## config.mk

```make
export PLATFORM = sky130hd
export DESIGN_NAME = ascu_uart
export DESIGN_NICKNAME = d
export VERILOG_FILES = /design/src/core/ascu_pkg.sv /design/src/core/ascu_baud.sv /design/src/core/ascu_bitclk.sv /design/src/core/ascu_uart.sv
export VERILOG_INCLUDE_DIRS = /design/src /design/src/core
export SDC_FILE = /design/constraint.sdc
export NUM_CORES = 1
export LEC_CHECK = 0
export BUFFER_PORTS_ARGS = -buffer_cell sky130_fd_sc_hd__buf_2
export CELL_PAD_IN_SITES_DETAIL_PLACEMENT = 0
export CELL_PAD_IN_SITES_GLOBAL_PLACEMENT = 1
export CORE_MARGIN = 1.5
export CORE_UTILIZATION = 40
export DETAILED_ROUTE_END_ITERATION = 16
export PLACE_DENSITY = 0.75
export SLEW_MARGIN = 20
export SYNTH_ARGS = -nofsm -noshare
export SYNTH_HDL_FRONTEND = slang
export SYNTH_SLANG_ARGS = --single-unit
```

## constraint.sdc

```tcl
create_clock -name i_core_clk -period 2.6 [get_ports i_core_clk]
set_input_delay 0.26 -clock i_core_clk [delete_from_list [all_inputs] [get_ports i_core_clk]]
set_output_delay 0.26 -clock i_core_clk [all_outputs]
set_load 0.01 [all_outputs]
```

## src/core/ascu_defs.svh

```systemverilog
// constants for the asynchronous serial channel
`ifndef ASCU_DEFS_SVH
`define ASCU_DEFS_SVH
`define ASCU_OVS_LAST   4'hF
`define ASCU_OVS_CENTER 4'h8
`define ASCU_DIV8_LAST  5'h07
`define ASCU_DIV32_LAST 5'h1F
`define ASCU_FRAME_W    13
`define ASCU_LINE_IDLE  1'b1
`define ASCU_RST_DATA   9'h000
`define ASCU_MASK7      9'h07F
`define ASCU_MASK8      9'h0FF
`define ASCU_MASK9      9'h1FF
`define ASCU_TWO_CH     2
`endif

```

## src/core/ascu_pkg.sv

```systemverilog
// types shared by the asynchronous serial channel modules
package ascu_pkg;
    typedef enum logic [1:0] {
        ASCU_LEN7 = 2'b00,
        ASCU_LEN8 = 2'b01,
        ASCU_LEN9 = 2'b10
    } ascu_len_t;
    typedef enum logic [1:0] {
        ASCU_HS_OFF = 2'b00,
        ASCU_HS_CTS = 2'b01,
        ASCU_HS_RTS = 2'b10
    } ascu_hs_t;
    typedef enum logic [1:0] {
        ASCU_CK_DIV1  = 2'b00,
        ASCU_CK_DIV8  = 2'b01,
        ASCU_CK_DIV32 = 2'b10
    } ascu_ck_t;
    typedef enum logic {
        ASCU_TX_IDLE = 1'b0,
        ASCU_TX_SEND = 1'b1
    } ascu_tx_st_t;
    typedef enum logic [1:0] {
        ASCU_RX_IDLE  = 2'b00,
        ASCU_RX_START = 2'b01,
        ASCU_RX_BITS  = 2'b10
    } ascu_rx_st_t;
endpackage

```

## src/core/ascu_baud.sv

```systemverilog
// prescaler and n+1 divider giving the 16x oversampling tick
`timescale 1ns/1ps
`include "ascu_defs.svh"
module ascu_baud (
    input  wire logic               i_core_clk,
    input  wire logic               i_rst_n,
    input  wire ascu_pkg::ascu_ck_t i_clk_sel,
    input  wire logic               i_clk_ext,
    input  wire logic               i_ext_ref,
    input  wire logic [7:0]         i_div_n,
    output logic                    o_tick16
);
    import ascu_pkg::*;
    logic [4:0] pre_r;   // free running prescale count
    logic       ext_d_r; // last level of the reference pin
    logic [7:0] div_r;   // down counter of the divider
    // one pulse per prescaled clock, internal or external
    wire ext_edge = i_ext_ref & ~ext_d_r;
    wire int_tick = (i_clk_sel == ASCU_CK_DIV1) |
        ((i_clk_sel == ASCU_CK_DIV8) & (pre_r[2:0] == `ASCU_DIV8_LAST)) |
        ((i_clk_sel == ASCU_CK_DIV32) & (pre_r == `ASCU_DIV32_LAST));
    wire pre_tick = i_clk_ext ? ext_edge : int_tick;
    // counting n down to zero divides by n+1
    always_ff @(posedge i_core_clk) begin
        if (!i_rst_n) begin
            pre_r    <= 5'h00;
            ext_d_r  <= 1'b0;
            div_r    <= 8'h00;
            o_tick16 <= 1'b0;
        end else begin
            pre_r    <= pre_r + 5'h01;
            ext_d_r  <= i_ext_ref;
            o_tick16 <= 1'b0;
            if (pre_tick) begin
                if (div_r == 8'h00) begin
                    div_r    <= i_div_n;
                    o_tick16 <= 1'b1;
                end else begin
                    div_r <= div_r - 8'h01;
                end
            end
        end
    end
endmodule

```

## src/core/ascu_bitclk.sv

```systemverilog
// bit strobe: one pulse per sixteen oversampling ticks
`timescale 1ns/1ps
`include "ascu_defs.svh"
module ascu_bitclk (
    input  wire logic       i_core_clk,
    input  wire logic       i_rst_n,
    input  wire logic       i_tick16,
    input  wire logic       i_restart,
    input  wire logic [3:0] i_phase,
    output logic            o_strobe
);
    logic [3:0] ph_r; // position inside the bit
    // restart aligns the phase, e.g. to the start edge
    always_ff @(posedge i_core_clk) begin
        if (!i_rst_n) begin
            ph_r     <= 4'h0;
            o_strobe <= 1'b0;
        end else begin
            o_strobe <= 1'b0;
            if (i_restart) begin
                ph_r <= i_phase;
            end else if (i_tick16) begin
                ph_r     <= ph_r + 4'h1;
                o_strobe <= (ph_r == `ASCU_OVS_LAST);
            end
        end
    end
endmodule

```

## src/core/ascu_uart.sv

```systemverilog
// asynchronous serial channel, uart mode, top level
`timescale 1ns/1ps
`include "ascu_defs.svh"
// Contract
// - characters carry seven, eight or nine bits
// - one start bit, one or two stops
// - parity odd, even or none
// - internal clock over sixteen times n+1
// - external clock over sixteen times n+1, on channels zero and one
// - divider n is eight bits wide
// - handshake is cts, rts or off
// - send needs enable, data and cts low
// - receive needs enable and a start bit
// - select 0 interrupts on buffer to shifter
// - select 1 interrupts after character sent
// - receive interrupt when buffer gets character
// - overrun when unread buffer gets new character
// - overrun overwrites buffer, interrupt unchanged
// - framing error on missing stop bit
// - parity error on wrong count of ones
// - error sum set by any error
// - sleep mode on channels zero and one
// - sleep keeps only characters with msb set
// - data inversion spares start, parity, stop
// - inversion at buffer write and read
// - pin polarity inverts every line level
// - idle output high, floating if open drain
module ascu_uart #(
    parameter int CHANNEL = 0 // channel number, 0 to 2
) (
    input  wire logic                i_core_clk,
    input  wire logic                i_rst_n,
    input  wire ascu_pkg::ascu_len_t i_char_len,
    input  wire logic                i_two_stop,
    input  wire logic                i_parity_en,
    input  wire logic                i_parity_odd,
    input  wire ascu_pkg::ascu_ck_t  i_clk_sel,
    input  wire logic                i_clk_ext,
    input  wire logic                i_transfer_clock_pin,
    input  wire logic [7:0]          i_brg_n,
    input  wire ascu_pkg::ascu_hs_t  i_hs_mode,
    input  wire logic                i_tx_en,
    input  wire logic                i_rx_en,
    input  wire logic                i_tx_irq_sel,
    input  wire logic                i_sleep,
    input  wire logic                i_data_inv,
    input  wire logic                i_pol_inv,
    input  wire logic                i_open_drain,
    input  wire logic                i_tx_wr,
    input  wire logic [8:0]          i_tx_data,
    input  wire logic                i_rx_rd,
    input  wire logic                i_serial_in_pin,
    input  wire logic                i_cts_n,
    output logic                     o_serial_out_pin,
    output logic                     o_serial_out_oe,
    output logic                     o_rts_n,
    output logic                     o_tx_empty,
    output logic                     o_tx_busy,
    output logic                     o_tx_irq,
    output logic [8:0]               o_rx_data,
    output logic                     o_rx_full,
    output logic                     o_rx_irq,
    output logic                     o_overrun,
    output logic                     o_framing,
    output logic                     o_parity_err,
    output logic                     o_err_sum
);
    import ascu_pkg::*;
    // number of data bits of a character
    function automatic logic [3:0] len_bits(input ascu_len_t l);
        unique case (l)
            ASCU_LEN7: len_bits = 4'h7;
            ASCU_LEN8: len_bits = 4'h8;
            ASCU_LEN9: len_bits = 4'h9;
            default:   len_bits = 4'h8; // illegal code acts as 8
        endcase
    endfunction
    // mask of the data bits of a character
    function automatic logic [8:0] len_mask(input ascu_len_t l);
        unique case (l)
            ASCU_LEN7: len_mask = `ASCU_MASK7;
            ASCU_LEN8: len_mask = `ASCU_MASK8;
            ASCU_LEN9: len_mask = `ASCU_MASK9;
            default:   len_mask = `ASCU_MASK8;
        endcase
    endfunction
    // lsb first: start 0, data, parity, then ones for stops
    function automatic logic [`ASCU_FRAME_W-1:0] frame_of(
        input logic [8:0] d, input ascu_len_t l,
        input logic pen, input logic podd);
        logic [`ASCU_FRAME_W-1:0] f;
        logic [3:0]               nb;
        f    = '1;
        nb   = len_bits(l);
        f[0] = 1'b0;
        for (int i = 0; i < 9; i++) begin
            if (i < int'(nb)) f[i+1] = d[i];
        end
        if (pen) f[nb+4'h1] = ^(d & len_mask(l)) ^ podd;
        return f;
    endfunction
    // channel features present only on some channels
    localparam logic IS_TWO = (CHANNEL == `ASCU_TWO_CH);
    wire ext_ok   = i_clk_ext & ~IS_TWO;
    wire sleep_on = i_sleep & ~IS_TWO;
    wire dinv_on  = i_data_inv & IS_TWO;
    wire pinv_on  = i_pol_inv & IS_TWO;
    wire [3:0] nb    = len_bits(i_char_len);
    wire [8:0] dmask = len_mask(i_char_len);
    wire [8:0] dflip = dinv_on ? dmask : 9'h000;
    logic tick16;     // 16x oversampling tick
    logic tx_strobe;  // transmit bit boundary
    logic rx_strobe;  // receive bit centre
    // the external reference arrives on the transfer clock pin
    ascu_baud u_baud (
        .i_core_clk (i_core_clk),
        .i_rst_n    (i_rst_n),
        .i_clk_sel  (i_clk_sel),
        .i_clk_ext  (ext_ok),
        .i_ext_ref  (i_transfer_clock_pin),
        .i_div_n    (i_brg_n),
        .o_tick16   (tick16)
    );
    // ---------------- transmitter ----------------
    ascu_tx_st_t              tx_st_r;    // transmit state
    logic [8:0]               tx_buf_r;   // transmit buffer
    logic [`ASCU_FRAME_W-1:0] tx_sh_r;    // transmit shifter
    logic [3:0]               tx_left_r;  // bits still to send
    logic                     tx_empty_r; // buffer empty flag
    wire cts_ok  = (i_hs_mode != ASCU_HS_CTS) | ~i_cts_n;
    wire tx_go   = (tx_st_r == ASCU_TX_IDLE) & i_tx_en &
                   ~tx_empty_r & cts_ok;
    wire tx_last = (tx_st_r == ASCU_TX_SEND) & tx_strobe &
                   (tx_left_r == 4'h1);
    wire [3:0] tx_cnt = 4'(nb + {3'h0, i_parity_en} +
                        {3'h0, i_two_stop} + 4'h2);
    wire tx_bit  = (tx_st_r == ASCU_TX_SEND) ? tx_sh_r[0]
                                             : `ASCU_LINE_IDLE;
    wire tx_lvl  = tx_bit ^ pinv_on;
    ascu_bitclk u_txclk (
        .i_core_clk (i_core_clk),
        .i_rst_n    (i_rst_n),
        .i_tick16   (tick16),
        .i_restart  (tx_go),
        .i_phase    (4'h0),
        .o_strobe   (tx_strobe)
    );
    // buffer write, load into shifter, bit shifting
    always_ff @(posedge i_core_clk) begin
        if (!i_rst_n) begin
            tx_st_r    <= ASCU_TX_IDLE;
            tx_buf_r   <= `ASCU_RST_DATA;
            tx_sh_r    <= '1;
            tx_left_r  <= 4'h0;
            tx_empty_r <= 1'b1;
        end else begin
            if (tx_go) begin
                tx_st_r    <= ASCU_TX_SEND;
                tx_sh_r    <= frame_of(tx_buf_r, i_char_len,
                                       i_parity_en, i_parity_odd);
                tx_left_r  <= tx_cnt;
                tx_empty_r <= 1'b1;
            end else if (tx_strobe && tx_st_r == ASCU_TX_SEND) begin
                tx_sh_r   <= {1'b1, tx_sh_r[`ASCU_FRAME_W-1:1]};
                tx_left_r <= tx_left_r - 4'h1;
                if (tx_last) tx_st_r <= ASCU_TX_IDLE;
            end
            // a write in the load cycle still leaves data pending
            if (i_tx_wr) begin
                tx_buf_r   <= (i_tx_data ^ dflip) & dmask;
                tx_empty_r <= 1'b0;
            end
        end
    end
    // pin, interrupt and status flops
    always_ff @(posedge i_core_clk) begin
        if (!i_rst_n) begin
            o_serial_out_pin <= 1'b1;
            o_serial_out_oe  <= 1'b1;
            o_tx_irq         <= 1'b0;
            o_tx_empty       <= 1'b1;
            o_tx_busy        <= 1'b0;
        end else begin
            o_serial_out_pin <= tx_lvl;
            // open drain only pulls low, high floats
            o_serial_out_oe  <= ~(i_open_drain & tx_lvl);
            o_tx_irq <= i_tx_irq_sel ? tx_last
                                     : tx_go;
            o_tx_empty <= (tx_empty_r | tx_go) & ~i_tx_wr;
            o_tx_busy  <= (tx_st_r == ASCU_TX_SEND | tx_go) & ~tx_last;
        end
    end
    // ---------------- receiver ----------------
    ascu_rx_st_t rx_st_r;    // receive state
    logic        rx_prev_r;  // line level one cycle ago
    logic [8:0]  rx_dat_r;   // data bits gathered
    logic        rx_par_r;   // parity bit gathered
    logic        rx_fbad_r;  // a stop bit was low
    logic [3:0]  rx_idx_r;   // bits taken after start
    wire rx_line  = i_serial_in_pin ^ pinv_on;
    wire rx_fall  = rx_prev_r & ~rx_line;
    wire rx_begin = (rx_st_r == ASCU_RX_IDLE) & i_rx_en &
                    rx_fall;
    wire rx_take  = (rx_st_r == ASCU_RX_BITS) & rx_strobe;
    wire [3:0] rx_total = 4'(nb + {3'h0, i_parity_en} +
                          {3'h0, i_two_stop} + 4'h1);
    wire is_par   = i_parity_en & (rx_idx_r == nb);
    wire is_stop  = rx_idx_r >= 4'(nb + {3'h0, i_parity_en});
    wire rx_done  = rx_take & (rx_idx_r == rx_total - 4'h1);
    wire fr_err   = rx_fbad_r | (is_stop & ~rx_line);
    wire par_err  = i_parity_en &
        (^(rx_dat_r & dmask) ^ rx_par_r ^ i_parity_odd);
    wire msb      = rx_dat_r[nb-4'h1];
    wire rx_keep  = rx_done & ~(sleep_on & ~msb);
    wire ovr      = rx_keep & o_rx_full & ~i_rx_rd;
    // centre phase makes the first strobe mid start bit
    ascu_bitclk u_rxclk (
        .i_core_clk (i_core_clk),
        .i_rst_n    (i_rst_n),
        .i_tick16   (tick16),
        .i_restart  (rx_begin),
        .i_phase    (`ASCU_OVS_CENTER),
        .o_strobe   (rx_strobe)
    );
    // start check, bit gathering; disable aborts a frame
    always_ff @(posedge i_core_clk) begin
        if (!i_rst_n) begin
            rx_st_r   <= ASCU_RX_IDLE;
            rx_prev_r <= 1'b1;
            rx_dat_r  <= `ASCU_RST_DATA;
            rx_par_r  <= 1'b0;
            rx_fbad_r <= 1'b0;
            rx_idx_r  <= 4'h0;
        end else begin
            rx_prev_r <= rx_line;
            unique case (rx_st_r)
                ASCU_RX_IDLE: begin
                    if (rx_begin) rx_st_r <= ASCU_RX_START;
                end
                ASCU_RX_START: begin
                    // a glitch that is high at centre is no start
                    if (rx_strobe) begin
                        rx_st_r   <= rx_line ? ASCU_RX_IDLE
                                             : ASCU_RX_BITS;
                        rx_dat_r  <= `ASCU_RST_DATA;
                        rx_fbad_r <= 1'b0;
                        rx_idx_r  <= 4'h0;
                    end
                end
                ASCU_RX_BITS: begin
                    if (rx_take) begin
                        if (rx_idx_r < nb) rx_dat_r[rx_idx_r] <= rx_line;
                        if (is_par) rx_par_r <= rx_line;
                        if (is_stop && !rx_line) rx_fbad_r <= 1'b1;
                        rx_idx_r <= rx_idx_r + 4'h1;
                        if (rx_done) rx_st_r <= ASCU_RX_IDLE;
                    end
                end
                default: rx_st_r <= ASCU_RX_IDLE;
            endcase
            if (!i_rx_en) rx_st_r <= ASCU_RX_IDLE;
        end
    end
    // receive buffer and flags; a new event beats a clear
    always_ff @(posedge i_core_clk) begin
        if (!i_rst_n) begin
            o_rx_data    <= `ASCU_RST_DATA;
            o_rx_full    <= 1'b0;
            o_rx_irq     <= 1'b0;
            o_overrun    <= 1'b0;
            o_framing    <= 1'b0;
            o_parity_err <= 1'b0;
            o_err_sum    <= 1'b0;
            o_rts_n      <= 1'b1;
        end else begin
            o_rx_irq <= rx_keep & ~ovr;
            if (i_rx_rd) o_rx_full <= 1'b0;
            if (!i_rx_en) begin
                o_overrun    <= 1'b0;
                o_framing    <= 1'b0;
                o_parity_err <= 1'b0;
                o_err_sum    <= 1'b0;
            end
            if (rx_keep) begin
                o_rx_data <= rx_dat_r ^ dflip;
                o_rx_full <= 1'b1;
                if (ovr) o_overrun <= 1'b1;
                if (fr_err) o_framing <= 1'b1;
                if (par_err) o_parity_err <= 1'b1;
                if (ovr | fr_err | par_err) o_err_sum <= 1'b1;
            end
            // rts low while a character can be taken
            o_rts_n <= ~((i_hs_mode == ASCU_HS_RTS) & i_rx_en &
                         ~o_rx_full);
        end
    end
endmodule

```

== After elaboration in Yosys (flattened, before gate mapping) ==
Index checks and enable logic that the tools add are counted.

* Register bits after elaboration: 92

* Add/sub/neg operators: 13
* Order comparisons: 16
* Eq/ne operators: 20
* Muxes and demuxes: 90
* Bitwise operators: 56
* Reductions and logical operators: 29

{| class="wikitable"
|+ Operators by type and width
! operator !! count
|-
| $mux W1 || 56
|-
| $mux W9 || 6
|-
| $mux W13 || 3
|-
| $pmux W9 S2 || 2
|-
| $mux W4 || 8
|-
| $and A9 B9 Y9 || 3
|-
| $and A1 B1 Y1 || 26
|-
| $add A4 B1 Y4 const B || 5
|-
| $reduce_xor A9 Y1 || 2
|-
| $lt A3 B4 Y1 const A || 4
|-
| $not A1 Y1 || 16
|-
| $pmux W4 S2 || 2
|-
| $lt A4 B5 Y1 const B || 3
|-
| $bwmux W13 || 1
|-
| $reduce_and A4 Y1 || 3
|-
| $reduce_bool A2 Y1 || 6
|-
| $sub A4 B1 Y4 const B || 3
|-
| $mux W2 || 5
|-
| $bwmux W9 || 1
|-
| $add A4 B1 Y4 || 2
|-
| $demux W1 S4 || 2
|-
| $eq A2 B2 Y1 const B || 4
|-
| $eq A4 B4 Y1 || 2
|-
| $eq A4 B4 Y1 const B || 2
|-
| other kinds (29) || 57
|}

== Longest topological paths before layout ==
* Depth after elaboration: 15
* Gate-level depth with buffers: 13

== Cells and area by module ==
From an unflattened synthesis, not the netlist that was laid out.

* Cell total of the unflattened synthesis: 527
* Area, all modules: 4,813.4 um^2

{| class="wikitable"
|+ Modules (own cells, without submodules)
! module !! instances !! cells each !! area an instance (um^2) !! seq. area each (um^2)
|-
| ascu_uart || 1 || 383 || 3,489.6 || 1,341.3
|-
| ascu_baud || 1 || 94 || 878.3 || 300.3
|-
| ascu_bitclk || 2 || 25 || 222.7 || 100.1
|}

== Least setup slack after synthesis ==
No wires, ideal clock.

* Path type: input port to flip-flop
* Start: input port i_char_len[0]
* End: register o_rx_data[7]
* Library setup time: 0.116 ns
* Arrival: 2.605 ns
* Required time: 2.484 ns
* Path slack: -0.121 ns
* Stages: 12
* Buffers on the path: 1
* Cell sequence: inv_1 -> ha_1 -> ha_1 -> inv_1 -> fa_1 -> xnor2_1 -> nand2_1 -> or4_4 -> a21oi_4 -> buf_8 -> mux2i_1 -> nor2b_1

* Longest elaborated chain between the ends: 9

{| class="wikitable"
|+ Ends and longest elaborated chain
! what !! RTL line !! source
|-
| start, declared || ascu_uart.sv:33 || <nowiki>input wire ascu_pkg::ascu_len_t i_char_len,</nowiki>
|-
| $eq A2 B2 Y1 or $logic_not A2 Y1 (tied branches) || ascu_uart.sv:71 || <nowiki>unique case (l)</nowiki>
|-
| $pmux W4 S2 * || ascu_uart.sv:71 ||
|-
| $add A4 B1 Y4 or $sub A4 B1 Y4 (tied branches) || ascu_uart.sv:205, ascu_uart.sv:213 ||
|-
| $add A4 B1 Y4 or $bmux W1 S4 (tied branches) || ascu_uart.sv:205, ascu_uart.sv:213 ||
|-
| $add A4 B1 Y4 or $mux W1 (tied branches) || ascu_uart.sv:206, ascu_uart.sv:213 ||
|-
| $sub A4 B1 Y4 or $not A1 Y1 (tied branches) || ascu_uart.sv:209, ascu_uart.sv:214 ||
|-
| $eq A4 B4 Y1 or $and A1 B1 Y1 (tied branches) || ascu_uart.sv:209, ascu_uart.sv:214 ||
|-
| $and A1 B1 Y1 or $not A1 Y1 (tied branches) || ascu_uart.sv:209, ascu_uart.sv:214 ||
|-
| $and A1 B1 Y1 * || ascu_uart.sv:214 || <nowiki>wire rx_keep = rx_done & ~(sleep_on & ~msb);</nowiki>
|-
| end signal, assigned || ascu_uart.sv:267 || <nowiki>o_rx_data <= `ASCU_RST_DATA;</nowiki>
|-
| end signal, assigned || ascu_uart.sv:285 || <nowiki>o_rx_data <= rx_dat_r ^ dflip;</nowiki>
|-
| end, declared || ascu_uart.sv:60 || <nowiki>output logic [8:0] o_rx_data,</nowiki>
|}

Mark *: on every way between the ends. The rest lies on a longest branch, timed or not. The select of a mux whose other input is x is not followed.
A chain may end at the register's enable or synchronous reset.

== Worst setup path after layout ==
* Start: input port i_char_len[0]
* End: register o_rx_data[1]

Same word-level chain as after synthesis.

==> results.ini <==
[run_status]
status = completed

[place]
io_buffers = 59
place_area_mm2 = 0.00516
place_congestion = 0.832
dp_hpwl_um = 7820
place_ws_ns = -0.295

[routing]
drtPass1Iterations = 4
wl_per_cell_um = 14.7
avgViaCountPerCell = 5.13
vias = 3717
post-route-drc-count = 0
drt-total-wl_um = 10600
ant_nets = 0
drt_iter0_markers = 171

[layout]
layout_commonest_cell = dfxtp_1
antenna_cells = 0
syn2layout_area_growth_pct = 19.8
multi_input_area_mm2 = 0.00259
fill_cells = 1074
drive_gt1_frac = 0.187
nNetsFinal = 646
fin_area_mm2 = 0.00552
layout_common_cells = 92 x dfxtp_1, 61 x nand2_1, 58 x buf_2
seq_area_mm2 = 0.00184

[timing]
setup_ws_ns = 0.0693
finalSetupViolCount = 0
rsz0062_at_grt = true
slew_viol_final = 0
finalSetupTns_ns = 0
tightest_slew_ns = 0.706
hold_viol = 0
slew_headroom = 0.527
finClkSkew_ns = 0.00755
layout_min_cycle_time_ns = 2.53
max_freq_mhz = 395
post-route-period-util = 0.973

[yosys]
seq_area_frac_synth = 0.400
synthCells = 512
postSynth.asyncResetShare = 0
syn_area_per_cell_um2 = 8.99
synth_top_area_share = 0.400
ys_ff_latch = 92
synth.area.top_cells = dfxtp_1 40%, ha_1 6.8%, mux2i_1 6.1%
synth_cell_types = 55
synth_edf_count = 0
ys.warnings.count = 0
yosysTopAreaCell = dfxtp_1
synth_area_mm2 = 0.00460
synthesis.nets = 579
ys.flop_type = dfxtp_1

[worst_setup_path]
cp_max_fo = 4
worstSetupPathType = in2reg
ff2ff_path_depth = 8
crit_arrival_ns = 2.77
critPathCaptureType = register
worst_ep_required_time_ns = 2.84
cp-start-kind = primary input

[worst_hold_path]
whs_path_depth = 2
hold_path_class = in2reg

[die]
start_util = 0.417
num_io_pins = 62
fp.dieW_um = 110
die_h_um = 110
rows = 38
core_area_mm2 = 0.0110
die_area_mm2 = 0.0122

[grt]
antenna_found_initial = 0
grt_overflow = 0
grt_max_degree = 37
grtUsageTotal = 0.187
grt_pass1_wl_um = 17300
grt_pass1_vias = 3680

[cts]
cts_sinks = 92
clk_path_buf_depth = 2
cts_hold_buffers = 0
cts_tree = yes
cts_buffers = 9
cts_root_buf = clkbuf_16
h-tree-depth = 3
cts.reportedPaths.clkPinSlew_ns = 0.07
clk-insertion-delay-late_ns = 0.35

[power]
peakVddDrop_mv = 0.400
p_total_w = 0.00346
leakagePower_nw = 2.32
powerDensity_mw_per_mm2 = 628

[flow_run]
cap_violations = 0

## critical path, stage by stage
cell	delay, ns
buf_8	0.08
clkinvlp_4	0.09
ha_4	0.29
ha_4	0.13
inv_2	0.03
fa_1	0.52
xnor2_1	0.12
nand2_1	0.07
or4_4	0.52
a21oi_4	0.22
clkbuf_16	0.19
mux2i_1	0.19
nor2b_1	0.06
## cell type report
class                           count  area share
Clock buffer                        9      0.0408
Multi-Input combinational cell    375       0.469
Inverter                           21      0.0150
Clock inverter                      7      0.0179
Tap cell                          140      0.0318
Timing Repair Buffer               80      0.0917
Sequential cell                    92       0.334
## synth_stat cells, types with 2 or more instances
cell type  count
dfxtp_1       92
nand2_1       61
nor2b_1       29
mux2i_1       28
ha_1          25
o21ai_0       25
xnor2_1       25
nor2_1        21
inv_1         20
nand3_1       20
clkbuf_1      18
and2_1        16
a21oi_1       10
nor3_1        10
o21ai_1       10
nand4_1        9
a31oi_1        8
a221o_1        6
nand2b_1       6
a21boi_0       5
a21boi_1       5
o211a_1        5
xor2_1         5
a22oi_1        4
a21o_1         3
and3_1         3
o211ai_1       3
o21a_1         3
or3_1          3
a211oi_1       2
a31o_2         2
buf_6          2
nand2_2        2
nor3b_1        2
o31ai_1        2
or4_1          2
xnor3_1        2
## report_power, final
group          switching [W]  total [W]  internal [W]
registers          0.0000571    0.00153       0.00147
clock network       0.000584    0.00143      0.000847
logic               0.000264   0.000501      0.000237
## cells by family after synthesis
family / count (synthesis) / synth area share
simple gates: 190 / 0.210
xor+xnor: 33 / 0.0704
buf+inv: 45 / 0.0435
compound gates: 98 / 0.142
mux: 28 / 0.0609
fa+ha+maj: 26 / 0.0723
flops: 92 / 0.400
## sequential cells by signal (all words and copies together) (netlist names), 2 cells and up
register and flops:
u_baud.pre_r 5, u_txclk.ph_r 4, tx_buf_r 9, o_rx_data 9, u_baud.div_r 8, rx_dat_r 9, tx_left_r 4, rx_idx_r 4
rx_st_r 2, tx_sh_r 13, u_rxclk.ph_r 4
## timing repair
item / in CTS / in global routing
resized for setup: 0 / 3
endpoints found under the setup margin: 0 / 7
buffers inserted: 0 / 0
## worst paths after layout
kind | from | endpoint | slack, ns
max reg2reg | u_baud.pre_r[0] | u_baud.div_r[6] | 0.38
min | i_open_drain | o_serial_out_oe | 0.1
min reg2reg | u_baud.pre_r[0] | u_baud.pre_r[0] | 0.45
max | i_char_len[0] | o_rx_data[1] | 0.07
## layer usage
| metal | up-vias | wire (um) | global-route usage |
|---|---|---|---|
| li1 | 1908 | - | - |
| met3 | 7 | 400 | 0.0547 |
| met1 | 1752 | 5250 | 0.234 |
| met2 | 50 | 4860 | 0.308 |
| met4 | 0 | 109 | 0.0595 |
| met5 | - | 0 | 0 |
## per-stage QoR
step / utilization / hold slack (ns) / std cells
after floorplan: - / 0.332 / 512
after global placement: 0.467 / 0.434 / 707
after detailed placement: 0.467 / 0.440 / 707
after CTS: 0.497 / 0.0854 / 723
after global routing: 0.500 / 0.0997 / 724
final: 0.500 / 0.0975 / 724
No activity file was read; power rests on OpenSTA's default activity.
